--- src/jtap_pkg.sv ---
// shared constants and types for the test access port block
package jtap_pkg;

  // tap controller states, standard binary codes
  typedef enum logic [3:0] {
    JTAP_EXIT2_DR  = 4'h0,
    JTAP_EXIT1_DR  = 4'h1,
    JTAP_SHIFT_DR  = 4'h2,
    JTAP_PAUSE_DR  = 4'h3,
    JTAP_SEL_IR    = 4'h4,
    JTAP_UPDATE_DR = 4'h5,
    JTAP_CAPT_DR   = 4'h6,
    JTAP_SEL_DR    = 4'h7,
    JTAP_EXIT2_IR  = 4'h8,
    JTAP_EXIT1_IR  = 4'h9,
    JTAP_SHIFT_IR  = 4'hA,
    JTAP_PAUSE_IR  = 4'hB,
    JTAP_IDLE      = 4'hC,
    JTAP_UPDATE_IR = 4'hD,
    JTAP_CAPT_IR   = 4'hE,
    JTAP_TLR       = 4'hF
  } jtap_state_t;

  // instruction register layout
  localparam int          JTAP_IR_W       = 4;
  localparam int          JTAP_DR_W       = 32;
  localparam logic [3:0]  JTAP_IR_CAPTURE = 4'h1;
  localparam logic [3:0]  JTAP_IR_IDCODE  = 4'h1;
  localparam logic [3:0]  JTAP_IR_BYPASS  = 4'hF;
  // identification word, value arbitrary, lsb must be one
  localparam logic [31:0] JTAP_IDCODE_VAL = 32'h1234_5001;
  localparam logic [31:0] JTAP_DR_ZERO    = 32'h0000_0000;
  localparam logic [3:0]  JTAP_IR_ZERO    = 4'h0;
  localparam int          JTAP_DR_MSB     = 31;
  localparam int          JTAP_IR_MSB     = 3;
  localparam int          JTAP_SYNC_LEN   = 2;

endpackage

--- src/jtap_pin_if.sv ---
// sampled test pins and clock edges passed from synchroniser to controller
`timescale 1ns/1ps
interface jtap_pin_if;
  logic tck_rise;
  logic tck_fall;
  logic tms;
  logic tdi;
  logic trst_act;

  modport src (output tck_rise, output tck_fall, output tms, output tdi, output trst_act);
  modport dst (input tck_rise, input tck_fall, input tms, input tdi, input trst_act);
endinterface

--- src/jtap_sync.sv ---
// two-stage synchronisers for the test pins and test clock edge finder
`timescale 1ns/1ps
module jtap_sync
  import jtap_pkg::*;
(
  // system clock and reset
  input  wire logic clk,
  input  wire logic rst_n,
  // raw pins from the probe
  input  wire logic tck,
  input  wire logic tms,
  input  wire logic tdi,
  input  wire logic trst_n,
  // sampled view
  jtap_pin_if.src   pins
);

  logic [3:0] s1_reg;
  logic [3:0] s1_next;
  logic [3:0] s2_reg;
  logic [3:0] s2_next;
  logic       tck_d_reg;
  logic       tck_d_next;

  // reset image of the pins: tck rests low with no pull-up, the others are pulled high;
  // a reset value off the idle level would fake a tck edge right after reset
  localparam logic [3:0] PIN_IDLE = 4'hE;

  // first stage feeds only the second; pull-ups make idle pins other than tck read high
  always_comb begin
    s1_next    = {trst_n, tdi, tms, tck};
    s2_next    = s1_reg;
    tck_d_next = s2_reg[0];
  end

  always_ff @(posedge clk) begin
    if (!rst_n) begin
      s1_reg    <= PIN_IDLE;
      s2_reg    <= PIN_IDLE;
      tck_d_reg <= PIN_IDLE[0];
    end else begin
      s1_reg    <= s1_next;
      s2_reg    <= s2_next;
      tck_d_reg <= tck_d_next;
    end
  end

  // edges are found on the settled copy only
  assign pins.tck_rise = s2_reg[0] & ~tck_d_reg;
  assign pins.tck_fall = ~s2_reg[0] & tck_d_reg;
  assign pins.tms      = s2_reg[1];
  assign pins.tdi      = s2_reg[2];
  assign pins.trst_act = ~s2_reg[3];

endmodule // jtap_sync

--- src/jtap_tap.sv ---
// test access port controller with instruction, bypass and id registers
`timescale 1ns/1ps
// Overview of operation
// - four-wire port plus optional reset, standard sixteen-state controller
// - test data input captured on rising test clock edges in shift-IR and shift-DR only
// - mode select sampled on rising test clock edge, steps controller
// - data output enabled only in shift-IR and shift-DR, else released
// - data output changes only on falling test clock edges, except that test reset releases it at once
// - test reset initialises controller at once, no test clock needed
module jtap_tap
  import jtap_pkg::*;
(
  // system clock and reset
  input  wire logic clk,
  input  wire logic rst_n,
  // test port pins
  input  wire logic tck,
  input  wire logic tms,
  input  wire logic tdi,
  input  wire logic trst_n,
  // test data output, three-state
  output logic      tdo,
  output logic      tdo_oe,
  // controller status
  output logic      tlr_state
);

  jtap_pin_if pins ();

  jtap_sync u_sync (
    .clk    (clk),
    .rst_n  (rst_n),
    .tck    (tck),
    .tms    (tms),
    .tdi    (tdi),
    .trst_n (trst_n),
    .pins   (pins)
  );

  // standard state transition on the sampled mode select
  function automatic jtap_state_t next_state(input jtap_state_t s, input logic m);
    unique case (s)
      JTAP_TLR:       next_state = m ? JTAP_TLR      : JTAP_IDLE;
      JTAP_IDLE:      next_state = m ? JTAP_SEL_DR   : JTAP_IDLE;
      JTAP_SEL_DR:    next_state = m ? JTAP_SEL_IR   : JTAP_CAPT_DR;
      JTAP_CAPT_DR:   next_state = m ? JTAP_EXIT1_DR : JTAP_SHIFT_DR;
      JTAP_SHIFT_DR:  next_state = m ? JTAP_EXIT1_DR : JTAP_SHIFT_DR;
      JTAP_EXIT1_DR:  next_state = m ? JTAP_UPDATE_DR : JTAP_PAUSE_DR;
      JTAP_PAUSE_DR:  next_state = m ? JTAP_EXIT2_DR : JTAP_PAUSE_DR;
      JTAP_EXIT2_DR:  next_state = m ? JTAP_UPDATE_DR : JTAP_SHIFT_DR;
      JTAP_UPDATE_DR: next_state = m ? JTAP_SEL_DR   : JTAP_IDLE;
      JTAP_SEL_IR:    next_state = m ? JTAP_TLR      : JTAP_CAPT_IR;
      JTAP_CAPT_IR:   next_state = m ? JTAP_EXIT1_IR : JTAP_SHIFT_IR;
      JTAP_SHIFT_IR:  next_state = m ? JTAP_EXIT1_IR : JTAP_SHIFT_IR;
      JTAP_EXIT1_IR:  next_state = m ? JTAP_UPDATE_IR : JTAP_PAUSE_IR;
      JTAP_PAUSE_IR:  next_state = m ? JTAP_EXIT2_IR : JTAP_PAUSE_IR;
      JTAP_EXIT2_IR:  next_state = m ? JTAP_UPDATE_IR : JTAP_SHIFT_IR;
      JTAP_UPDATE_IR: next_state = m ? JTAP_SEL_DR   : JTAP_IDLE;
    endcase
  endfunction

  // a shift state is the only time the output pin is driven
  function automatic logic is_shift(input jtap_state_t s);
    is_shift = (s == JTAP_SHIFT_DR) || (s == JTAP_SHIFT_IR);
  endfunction

  jtap_state_t          state_reg;
  jtap_state_t          state_next;
  logic [JTAP_IR_W-1:0] ir_reg;
  logic [JTAP_IR_W-1:0] ir_next;
  logic [JTAP_IR_W-1:0] irsh_reg;
  logic [JTAP_IR_W-1:0] irsh_next;
  logic [JTAP_DR_W-1:0] drsh_reg;
  logic [JTAP_DR_W-1:0] drsh_next;
  logic                 tdo_reg;
  logic                 tdo_next;
  logic                 oe_reg;
  logic                 oe_next;
  logic                 tlr_reg;
  logic                 tlr_next;
  logic                 id_sel;

  assign id_sel = (ir_reg == JTAP_IR_IDCODE);

  // controller and shift paths advance on rising test clock
  always_comb begin
    state_next = state_reg;
    ir_next    = ir_reg;
    irsh_next  = irsh_reg;
    drsh_next  = drsh_reg;
    if (pins.trst_act) begin
      state_next = JTAP_TLR;
      ir_next    = JTAP_IR_IDCODE;
    end else if (pins.tck_rise) begin
      state_next = next_state(state_reg, pins.tms);
      unique case (state_reg)
        JTAP_TLR:       ir_next = JTAP_IR_IDCODE;
        JTAP_CAPT_IR:   irsh_next = JTAP_IR_CAPTURE;
        JTAP_SHIFT_IR:  irsh_next = {pins.tdi, irsh_reg[JTAP_IR_MSB:1]};
        JTAP_UPDATE_IR: ir_next = irsh_reg;
        JTAP_CAPT_DR:   drsh_next = id_sel ? JTAP_IDCODE_VAL : JTAP_DR_ZERO;
        JTAP_SHIFT_DR: begin
          // bypass is a single cell at bit zero; id shifts the full word
          if (id_sel) begin
            drsh_next = {pins.tdi, drsh_reg[JTAP_DR_MSB:1]};
          end else begin
            drsh_next = {drsh_reg[JTAP_DR_MSB:1], pins.tdi};
          end
        end
        default: ;
      endcase
    end
  end

  // output pin follows the falling test clock edge only; test reset releases it without one
  always_comb begin
    tdo_next = tdo_reg;
    oe_next  = oe_reg;
    tlr_next = (state_reg == JTAP_TLR);
    if (pins.trst_act) begin
      oe_next = 1'b0;
    end else if (pins.tck_fall) begin
      oe_next  = is_shift(state_reg);
      tdo_next = (state_reg == JTAP_SHIFT_IR) ? irsh_reg[0] : drsh_reg[0];
    end
  end

  always_ff @(posedge clk) begin
    if (!rst_n) begin
      state_reg <= JTAP_TLR;
      ir_reg    <= JTAP_IR_IDCODE;
      irsh_reg  <= JTAP_IR_ZERO;
      drsh_reg  <= JTAP_DR_ZERO;
      tdo_reg   <= 1'b0;
      oe_reg    <= 1'b0;
      tlr_reg   <= 1'b1;
    end else begin
      state_reg <= state_next;
      ir_reg    <= ir_next;
      irsh_reg  <= irsh_next;
      drsh_reg  <= drsh_next;
      tdo_reg   <= tdo_next;
      oe_reg    <= oe_next;
      tlr_reg   <= tlr_next;
    end
  end

  assign tdo       = tdo_reg;
  assign tdo_oe    = oe_reg;
  assign tlr_state = tlr_reg;

endmodule // jtap_tap

--- config.mk ---
export PLATFORM = sky130hd
export DESIGN_NAME = jtap_tap
export DESIGN_NICKNAME = d
export VERILOG_FILES = /design/src/jtap_pkg.sv /design/src/jtap_pin_if.sv /design/src/jtap_sync.sv /design/src/jtap_tap.sv
export SDC_FILE = /design/constraint.sdc
export NUM_CORES = 1
export LEC_CHECK = 0
export BUFFER_PORTS_ARGS = -buffer_cell sky130_fd_sc_hd__buf_4
export CELL_PAD_IN_SITES_DETAIL_PLACEMENT = 1
export CELL_PAD_IN_SITES_GLOBAL_PLACEMENT = 1
export CORE_MARGIN = 3
export CORE_UTILIZATION = 35
export CTS_BUF_LIST = sky130_fd_sc_hd__clkbuf_8
export CTS_CLUSTER_SIZE = 12
export DETAILED_ROUTE_END_ITERATION = 12
export PLACE_DENSITY = 0.59
export REMOVE_ABC_BUFFERS = 1
export SETUP_SLACK_MARGIN = 0.4
export SKIP_LAST_GASP = 1
export SYNTH_ARGS = -nofsm -noshare
export SYNTH_HDL_FRONTEND = slang
export SYNTH_SLANG_ARGS = --single-unit
--- constraint.sdc ---
create_clock -name clk -period 3.3 [get_ports clk]
set_input_delay 0.495 -clock clk [delete_from_list [all_inputs] [get_ports clk]]
set_output_delay 0.495 -clock clk [all_outputs]
set_load 0.01 [all_outputs]
==> results.sh, run 1 <==
export IMPL_status="completed"
export IMPL_drtAntennaViolNets=0
export IMPL_dp_hpwl_um=2810
export IMPL_synth_compound_area_share_pct=21.0
export IMPL_track_usage_pct=13.1
export IMPL_cts_tree="built"
export IMPL_grt_pass1_wl_um=7800
export IMPL_finalHoldViolations=0
export IMPL_synthAdderAreaFrac_pct=0
export IMPL_cts_resized=0
export IMPL_maxSlewHeadroom_pct=26.4
export IMPL_rsz0062_at_grt="no"
export IMPL_fmax_mhz=480
export IMPL_critPathTopFamily="simple AND/OR/NAND/NOR gates"
export IMPL_synth_edf_count=0
export IMPL_die_area_mm2=0.00746
export IMPL_nNetsFinal=238
export IMPL_htree_num_levels=2
export IMPL_diodes=0
export IMPL_num_rows=28
export IMPL_synth_cell_types=43
export IMPL_maxCapViolCount=0
export IMPL_dp_cells=300
export IMPL_die_x_um=86.4
export IMPL_synth_top_cell_area_share_pct=49.6
export IMPL_clockBufferDepth=2
export IMPL_p_leak_nw=0.862
export IMPL_tightest_slew_ps=1100
export IMPL_critPathSlowestCell="and3_1"
export IMPL_yosys_area_share_xor_xnor_pct=0
export IMPL_cts_buffers=5
export IMPL_drc=0
export IMPL_root_buffer="clkbuf_8"
export IMPL_cts_sinks=56
export IMPL_netlist_area_mm2=0.00226
export IMPL_peakVddDrop_v=0.000259
export IMPL_drt_iter0_drc=96
export IMPL_ys_warn_count=0
export IMPL_post_route_period_util_pct=63.2
export IMPL_arrival_ps=2330
export IMPL_syn_avg_cell_area_um2=9.75
export IMPL_worst_setup_path_type="reg -> reg"
export IMPL_yosysSeqAreaShare_pct=49.6
export IMPL_numPortBuffers=8
export IMPL_via_per_inst=5.16
export IMPL_syn_inst=232
export IMPL_fin_skew_ps=9.16
export IMPL_area_delta_synth_final_pct=7.85
export IMPL_route_vias_total=1589
export IMPL_synth_ff_type="dfxtp_1"
export IMPL_synth_top_family_by_area="simple AND/OR/NAND/NOR gates"
export IMPL_grt_max_degree=41
export IMPL_totalWireLength_um=4370
export IMPL_ys_ff_latch=56
export IMPL_required_ps=3540
export IMPL_synthArstFlopShare_pct=0
export IMPL_cpPeakStageDelay_ps=800
export IMPL_crit_chain="buf_4 > nor3b_1 > and3_1 > a22oi_1 > nor2b_1"
export IMPL_hold_class="in -> reg"
export IMPL_overflow=0
export IMPL_grt_pass1_vias=1602
export IMPL_muxShareOfSynthArea_pct=2.21
export IMPL_cp_num_buf_inv=1
export IMPL_start_util_pct=37.1
export IMPL_clk_pin_slew_worst_paths_ps=100
export IMPL_critPathLaunchType="flop"
export IMPL_clock_latency_ps=310
export IMPL_drive_gt1_share_pct=12.0
export IMPL_antenna_found_initial=0
export IMPL_core_area_mm2=0.00610
export IMPL_synth_largest_area_cell="dfxtp_1"
export IMPL_die_y_um=86.4
export IMPL_period_needed_ps=2080
export IMPL_io_pins=9
export IMPL_firstDrtPassIters=4
export IMPL_cts_hold_buf=0
export IMPL_synth_simple_area_share_pct=21.4
export IMPL_gp_congestion=0.690
export IMPL_setup_viol_count_final=0
export IMPL_setup_tns_ps=0
export IMPL_avgRoutedWirePerCell_um=14.2
export IMPL_largest_reg_flops=32
export IMPL_drv_slew=0
export IMPL_cp_max_fo=23
export IMPL_synth_area_leaders="dfxtp_1 (50%), nor2b_1 (7.2%), a22oi_1 (7.0%)"
export IMPL_p_per_area_mw_per_mm2=491
export IMPL_worstSetupEndpointType="flop"
export IMPL_stdcell_count=308
export IMPL_cts_setup_buffers=0
cells in the final DEF, fill, tap and decap left out, drive strengths merged, types with 2 or more instances in the layout:
cell type / count
clkinv: 2
a21boi: 7
inv: 2
buf: 11
nor2: 11
o21bai: 2
a22oi: 23
mux2i: 5
a21oi: 13
dfxtp: 56
o211ai: 2
and2b: 2
o21ai: 14
nor4b: 3
a311oi: 2
clkbuf: 6
and3: 2
nand2: 15
nor2b: 26
or2: 2
nor3b: 2
and2: 3
nand3b: 2
nand3: 3
nand2b: 8
cell type report:
type | count | area (um2)
inverters | 3 | 11.3
multi-input cells | 155 | 1010
repair buffers | 11 | 82.6
well taps | 75 | 93.8
clock inverters | 2 | 38.8
fillers | 714 | 3660
flip-flops and latches | 56 | 1120
clock buffers | 6 | 82.6
kinds of logic (layout without fill, tap and decap cells):
kind of cell / after synthesis / after routing
flip-flops: 56 / 56
buffers and inverters: 21 / 22
multiplexers: 5 / 5
AO/OA/AOI/OAI: 69 / 69
AND/OR/NAND/NOR: 81 / 81
layer usage:
| metal | vias to the layer above | share of wire, % | track usage (%) |
|---|---|---|---|
| met5 | - | 0 | 0 |
| met4 | 0 | 1.4 | 4.67 |
| met3 | 8 | 2.5 | 2.85 |
| met2 | 20 | 42 | 19.3 |
| met1 | 751 | 54 | 18.9 |
| li1 | 810 | - | - |
report_power, final:
| part | internal, W | switching [W] |
|---|---|---|
| Clock | 0.000248 | 0.000223 |
| Sequential | 0.000682 | 0.00000481 |
| Combinational | 0.0000187 | 0.0000207 |
| Total | 0.000949 | 0.000248 |
final timing paths:
path	start	end	slack [ps]	depth (start not counted)
setup reg to reg	state_reg[2]	drsh_reg[8]	1220	5
hold / removal	tms	u_sync.s1_reg[1]	370	2
setup / recovery	state_reg[2]	drsh_reg[8]	1220	5
hold reg to reg	u_sync.s1_reg[1]	u_sync.s2_reg[1]	420	1
synthesized netlist by cell type, types with 3 or more instances:
library cell and n:
a21boi_0 7, a21oi_1 13, a22oi_1 21, and2_1 3, buf_2 6, clkbuf_1 6, dfxtp_1 56, mux2i_1 5
nand2_1 15, nand2b_1 8, nand3_1 3, nor2_1 11, nor2b_1 26, o21ai_0 13
through the flow:
step	utilization [%]	power [W]	instance area [um2]	hold slack [ps]	worst slack [ps]
after global placement	38.0	0.000743	2320	389	1190
after detailed placement	38.0	0.000743	2320	398	1180
final	40.0	0.00120	2440	366	1220
after floorplan	-	0.000723	2140	386	1640
after global routing	40.0	0.00125	2440	359	946
after CTS	40.0	0.00122	2440	353	1150
Power figures use the tool's default switching activity.
==> inputs of run 2 (changes only) <==
--- a/config.mk
+++ b/config.mk
@@ -13,7 +13,7 @@
 export CTS_BUF_LIST = sky130_fd_sc_hd__clkbuf_8
 export CTS_CLUSTER_SIZE = 12
 export DETAILED_ROUTE_END_ITERATION = 12
-export PLACE_DENSITY = 0.59
+export PLACE_DENSITY = 0.62
 export REMOVE_ABC_BUFFERS = 1
 export SETUP_SLACK_MARGIN = 0.4
 export SKIP_LAST_GASP = 1
==> constraint.sdc (replaced) <==
create_clock -name clk -period 1.7 [get_ports clk]
set_input_delay 0.255 -clock clk [delete_from_list [all_inputs] [get_ports clk]]
set_output_delay 0.255 -clock clk [all_outputs]
set_load 0.01 [all_outputs]
==> results.sh, run 2 (synthesis gave the netlist of run 1 again) <==
export IMPL_maxSlewHeadroom_pct=76.1
export IMPL_min_delay_worst_endpoint="u_sync.s1_reg[3]"
export IMPL_antenna_found_initial=0
export IMPL_final_util_pct=46.8
export IMPL_die_x_um=86.4
export IMPL_io_pins=9
export IMPL_setup_tns_ps=0
export IMPL_start_util_pct=37.1
export IMPL_drt_iter0_drc=77
export IMPL_clockBufferDepth=2
export IMPL_cts_buffers=5
export IMPL_p_per_area_mw_per_mm2=762
export IMPL_critPathSlowestCell="dfxtp_2"
export IMPL_status="completed"
export IMPL_grt_pass1_vias=1672
export IMPL_setup_viol_count_final=0
export IMPL_clock_latency_ps=310
export IMPL_critical_path_depth=7
export IMPL_num_rows=28
export IMPL_cpMostUsedCell="buf_6"
export IMPL_cp_max_fo=4
export IMPL_layout_commonest_cell="dfxtp_1"
export IMPL_finalHoldViolations=0
export IMPL_dpl_cell_area_mm2=0.00239
export IMPL_grt_max_degree=32
export IMPL_rsz0062_at_grt="yes"
export IMPL_critPathTopFamily="compound AO/OA/AOI/OAI gates"
export IMPL_arrival_ps=1680
export IMPL_period_needed_ps=1450
export IMPL_drtAntennaViolNets=0
export IMPL_fmax_mhz=688
export IMPL_numPortBuffers=8
export IMPL_nNetsFinal=255
export IMPL_hold_path_startpoint="trst_n"
export IMPL_drv_slew=0
export IMPL_p_leak_nw=0.996
export IMPL_cpPeakStageDelay_ps=340
export IMPL_die_area_mm2=0.00746
export IMPL_final_cell_mix="dfxtp_1 (45), nor2b_1 (26), a22oi_2 (23), buf_4 (20), a21oi_1 (13)"
export IMPL_cts_sinks=56
export IMPL_tightest_slew_ps=358
export IMPL_peakVddDrop_v=0.000439
export IMPL_reg2reg_to="drsh_reg[0]"
export IMPL_htree_num_levels=2
export IMPL_fin_skew_ps=5.11
export IMPL_hold_class="in -> reg"
export IMPL_area_delta_synth_final_pct=26.1
export IMPL_min_path_cells=2
export IMPL_clk_pin_slew_worst_paths_ps=100
export IMPL_via_per_inst=5.30
export IMPL_post_route_period_util_pct=85.5
export IMPL_track_usage_pct=13.4
export IMPL_gp_congestion=0.715
export IMPL_largest_reg_flops=32
export IMPL_final_cell_area_mm2=0.00285
export IMPL_crit_chain="nor4b_4 > buf_4 > buf_6 > buf_6 > a21o_1 > o21ai_2 > a311oi_2"
export IMPL_route_vias_total=1718
export IMPL_timing_rr_start="ir_reg[1]"
export IMPL_drive_gt1_share_pct=36.9
export IMPL_overflow=0
export IMPL_grt_pass1_wl_um=8000
export IMPL_diodes=0
export IMPL_root_buffer="clkbuf_8"
export IMPL_worst_setup_path_type="reg -> reg"
export IMPL_totalWireLength_um=5080
export IMPL_critPathLaunchType="flop"
export IMPL_avgRoutedWirePerCell_um=15.7
export IMPL_drc=0
export IMPL_required_ps=1930
export IMPL_die_y_um=86.4
export IMPL_cts_tree="built"
export IMPL_cts_hold_buf=0
export IMPL_core_area_mm2=0.00610
export IMPL_maxCapViolCount=0
export IMPL_dp_hpwl_um=3050
export IMPL_cp_num_buf_inv=3
export IMPL_power_w=0.00217
export IMPL_worstSetupEndpointType="flop"
export IMPL_firstDrtPassIters=4
export IMPL_r2r_cells=7
export IMPL_r2r_slack_ps=250
-- run 2: changes by cell type in the layout (fill, tap and decap cells not counted), moves of 3 or more --
cell / before / now
dfxtp_2: 0 / 6
buf_4: 11 / 20
nand2_1: 15 / 12
a21boi_1: 0 / 5
a21boi_0: 7 / 0
o21ai_0: 13 / 10
a22oi_2: 2 / 23
dfxtp_1: 56 / 45
buf_6: 0 / 4
a22oi_1: 21 / 0
dfxtp_4: 0 / 5
-- run 2: worst max path at each step --
| stage | from | end | slack (ps) |
|---|---|---|---|
| 3_5_place_dp | ir_reg[1] | drsh_reg[20] | 240 |
| 5_1_grt | ir_reg[1] | drsh_reg[0] | 190 |
| 3_3_place_gp | state_reg[2] | drsh_reg[0] | 240 |
| 6_report | ir_reg[1] | drsh_reg[0] | 250 |
| 4_1_cts | ir_reg[3] | drsh_reg[1] | 260 |
| 2_1_floorplan | state_reg[1] | drsh_reg[10] | 40 |
-- run 2: power by group --
group / total, W / leakage [nW] / internal [W] / switching [W]
Sequential: 0.00133 / 0.455 / 0.00132 / 0.0000114
Clock: 0.000754 / 0.0473 / 0.000326 / 0.000428
Combinational: 0.0000903 / 0.494 / 0.0000458 / 0.0000445
Total: 0.00217 / 0.996 / 0.00169 / 0.000484
-- run 2: through the flow --
stage	cells	hold slack, ps	setup slack, ps
after floorplan	214	328	38.4
after global placement	306	390	241
after detailed placement	306	394	243
after CTS	315	117	260
after global routing	324	113	190
final	324	116	246
-- run 2: layer usage --
| metal | track usage, % | routed length [um] | up-vias | share of wire, % |
|---|---|---|---|---|
| met5 | 0 | 0 | - | 0 |
| met4 | 4.67 | 78 | 0 | 1.5 |
| met3 | 3.14 | 114 | 7 | 2.2 |
| met2 | 20.9 | 2350 | 13 | 46 |
| met1 | 18.1 | 2530 | 851 | 50 |
| li1 | - | - | 847 | - |
-- run 2: layout make-up --
cell class              instances  area [um2]
multi-input cells             155        1220
repair buffers                 28         285
fillers                       679        3240
clock buffers                   6        82.6
well taps                      75        93.8
clock inverters                 1        8.76
flip-flops and latches         56        1150
inverters                       3        11.3
-- run 2: repair_timing --
item                       CTS  global route
gates resized for setup     13            62
gates cloned                 0             3
setup buffers                2             6
setup endpoints to repair   39            43
pin swaps                    3            40
==> inputs of run 3 (changes only) <==
--- a/config.mk
+++ b/config.mk
@@ -13,6 +13,7 @@
 export CTS_BUF_LIST = sky130_fd_sc_hd__clkbuf_8
 export CTS_CLUSTER_SIZE = 12
 export DETAILED_ROUTE_END_ITERATION = 12
+export MAX_ROUTING_LAYER = met4
 export PLACE_DENSITY = 0.62
 export REMOVE_ABC_BUFFERS = 1
 export SETUP_SLACK_MARGIN = 0.4
==> results.sh, run 3 (synthesis gave the netlist of run 1 again) <==
export IMPL_drive_gt1_share_pct=36.5
export IMPL_setup_tns_ps=0
export IMPL_worstSetupEndpointType="flop"
export IMPL_drtAntennaViolNets=0
export IMPL_fin_skew_ps=7.29
export IMPL_grt_pass1_wl_um=8020
export IMPL_worst_setup_path_type="reg -> reg"
export IMPL_firstDrtPassIters=4
export IMPL_critPathSlowestCell="dfxtp_2"
export IMPL_clk_pin_slew_worst_paths_ps=90
export IMPL_route_vias_total=1708
export IMPL_core_area_mm2=0.00610
export IMPL_drc=0
export IMPL_final_cell_mix="dfxtp_1 (45), nor2b_1 (26), a22oi_2 (23), buf_4 (20), a21oi_1 (13)"
export IMPL_overflow=0
export IMPL_tightest_slew_ps=357
export IMPL_cp_max_fo=8
export IMPL_clock_latency_ps=310
export IMPL_finalHoldViolations=0
export IMPL_die_area_mm2=0.00746
export IMPL_crit_chain="nor4b_4 > buf_4 > o211ai_4 > clkbuf_16 > a22oi_2 > nor2b_1"
export IMPL_maxSlewHeadroom_pct=76.2
export IMPL_via_per_inst=5.27
export IMPL_numPortBuffers=8
export IMPL_track_usage_pct=13.8
export IMPL_peakVddDrop_v=0.000440
export IMPL_use_met2_pct=21.0
export IMPL_critPathLaunchType="flop"
export IMPL_fmax_mhz=689
export IMPL_arrival_ps=1660
export IMPL_start_util_pct=37.1
export IMPL_drv_slew=0
export IMPL_die_x_um=86.4
export IMPL_root_buffer="clkbuf_8"
export IMPL_drt_iter0_drc=96
export IMPL_top_usage_layer="met2"
export IMPL_gp_congestion=0.723
export IMPL_rsz0062_at_grt="yes"
export IMPL_largest_reg_flops=32
export IMPL_grt_max_degree=32
export IMPL_period_needed_ps=1450
export IMPL_hold_class="in -> reg"
export IMPL_clockBufferDepth=2
export IMPL_htree_num_levels=2
export IMPL_totalWireLength_um=5010
export IMPL_status="completed"
export IMPL_cpPeakStageDelay_ps=340
export IMPL_antenna_found_initial=0
export IMPL_power_w=0.00216
export IMPL_setup_viol_count_final=0
export IMPL_die_y_um=86.4
export IMPL_io_pins=9
export IMPL_p_leak_nw=0.995
export IMPL_diodes=0
export IMPL_nNetsFinal=255
export IMPL_required_ps=1910
export IMPL_grt_use_met1_pct=18.1
export IMPL_dp_hpwl_um=3050
export IMPL_area_delta_synth_final_pct=25.7
export IMPL_layout_commonest_cell="dfxtp_1"
export IMPL_num_rows=28
export IMPL_cts_tree="built"
export IMPL_grt_met3_usage_pct=3.14
export IMPL_maxCapViolCount=0
export IMPL_cts_buffers=5
export IMPL_grt_pass1_vias=1674
export IMPL_avgRoutedWirePerCell_um=15.5
export IMPL_cts_sinks=56
export IMPL_p_per_area_mw_per_mm2=759
export IMPL_post_route_period_util_pct=85.4
==> run 3: final cells by class <==
cell class | instances | area (um2)
Fill cell | 677 | 3250
Clock inverter | 1 | 8.76
Tap cell | 75 | 93.8
Timing Repair Buffer | 28 | 285
Multi-Input combinational cell | 155 | 1210
Sequential cell | 56 | 1150
Inverter | 3 | 11.3
Clock buffer | 6 | 82.6
==> run 3: timing repair <==
| item | 4_1_cts | 5_1_grt |
|---|---|---|
| resized for setup | 13 | 60 |
| buffers inserted | 2 | 6 |
| hold buffers | 0 | 0 |
| endpoints found under the setup margin | 39 | 43 |
| cloned | 0 | 3 |
| pin swaps | 3 | 40 |
==> run 3: routing by layer <==
metal	share of wire, %	vias up	wire length [um]
met5	0	-	0
met4	1.3	0	63
met3	2.2	7	108
met2	47	13	2330
met1	50	844	2500
li1	-	844	-
==> run 3: power by group <==
part           internal (W)  switching, W  leakage (nW)  total (W)
sequential          0.00132     0.0000113         0.455    0.00133
combinational     0.0000456     0.0000447         0.493  0.0000903
clock              0.000326      0.000415        0.0473   0.000740
==> run 3: critical path, delay by kind of cell (launching register included) <==
kind,cells,cell delay [ps]
flops,1,340
compound gates,2,300
simple gates,2,310
buf+inv,2,400
==> run 3: per-stage QoR <==
step | utilization, % | instances | instance area [um2] | hold WS, ps | setup WS (ps)
2_1_floorplan | - | 214 | 2140 | 328 | 38.4
3_3_place_gp | 39.2 | 306 | 2390 | 390 | 241
3_5_place_dp | 39.2 | 306 | 2390 | 394 | 243
4_1_cts | 41.5 | 315 | 2530 | 117 | 260
5_1_grt | 46.7 | 324 | 2840 | 111 | 197
6_report | 46.7 | 324 | 2840 | 123 | 249
==> run 3: path summary, 6_finish.rpt <==
check / to / depth (start not counted) / from / slack (ps)
setup / recovery: drsh_reg[1] / 6 / ir_reg[1] / 250
hold / removal: u_sync.s1_reg[3] / 2 / trst_n / 120
setup reg to reg: drsh_reg[1] / 6 / ir_reg[1] / 250
hold reg to reg: u_sync.s2_reg[3] / 1 / u_sync.s1_reg[3] / 420
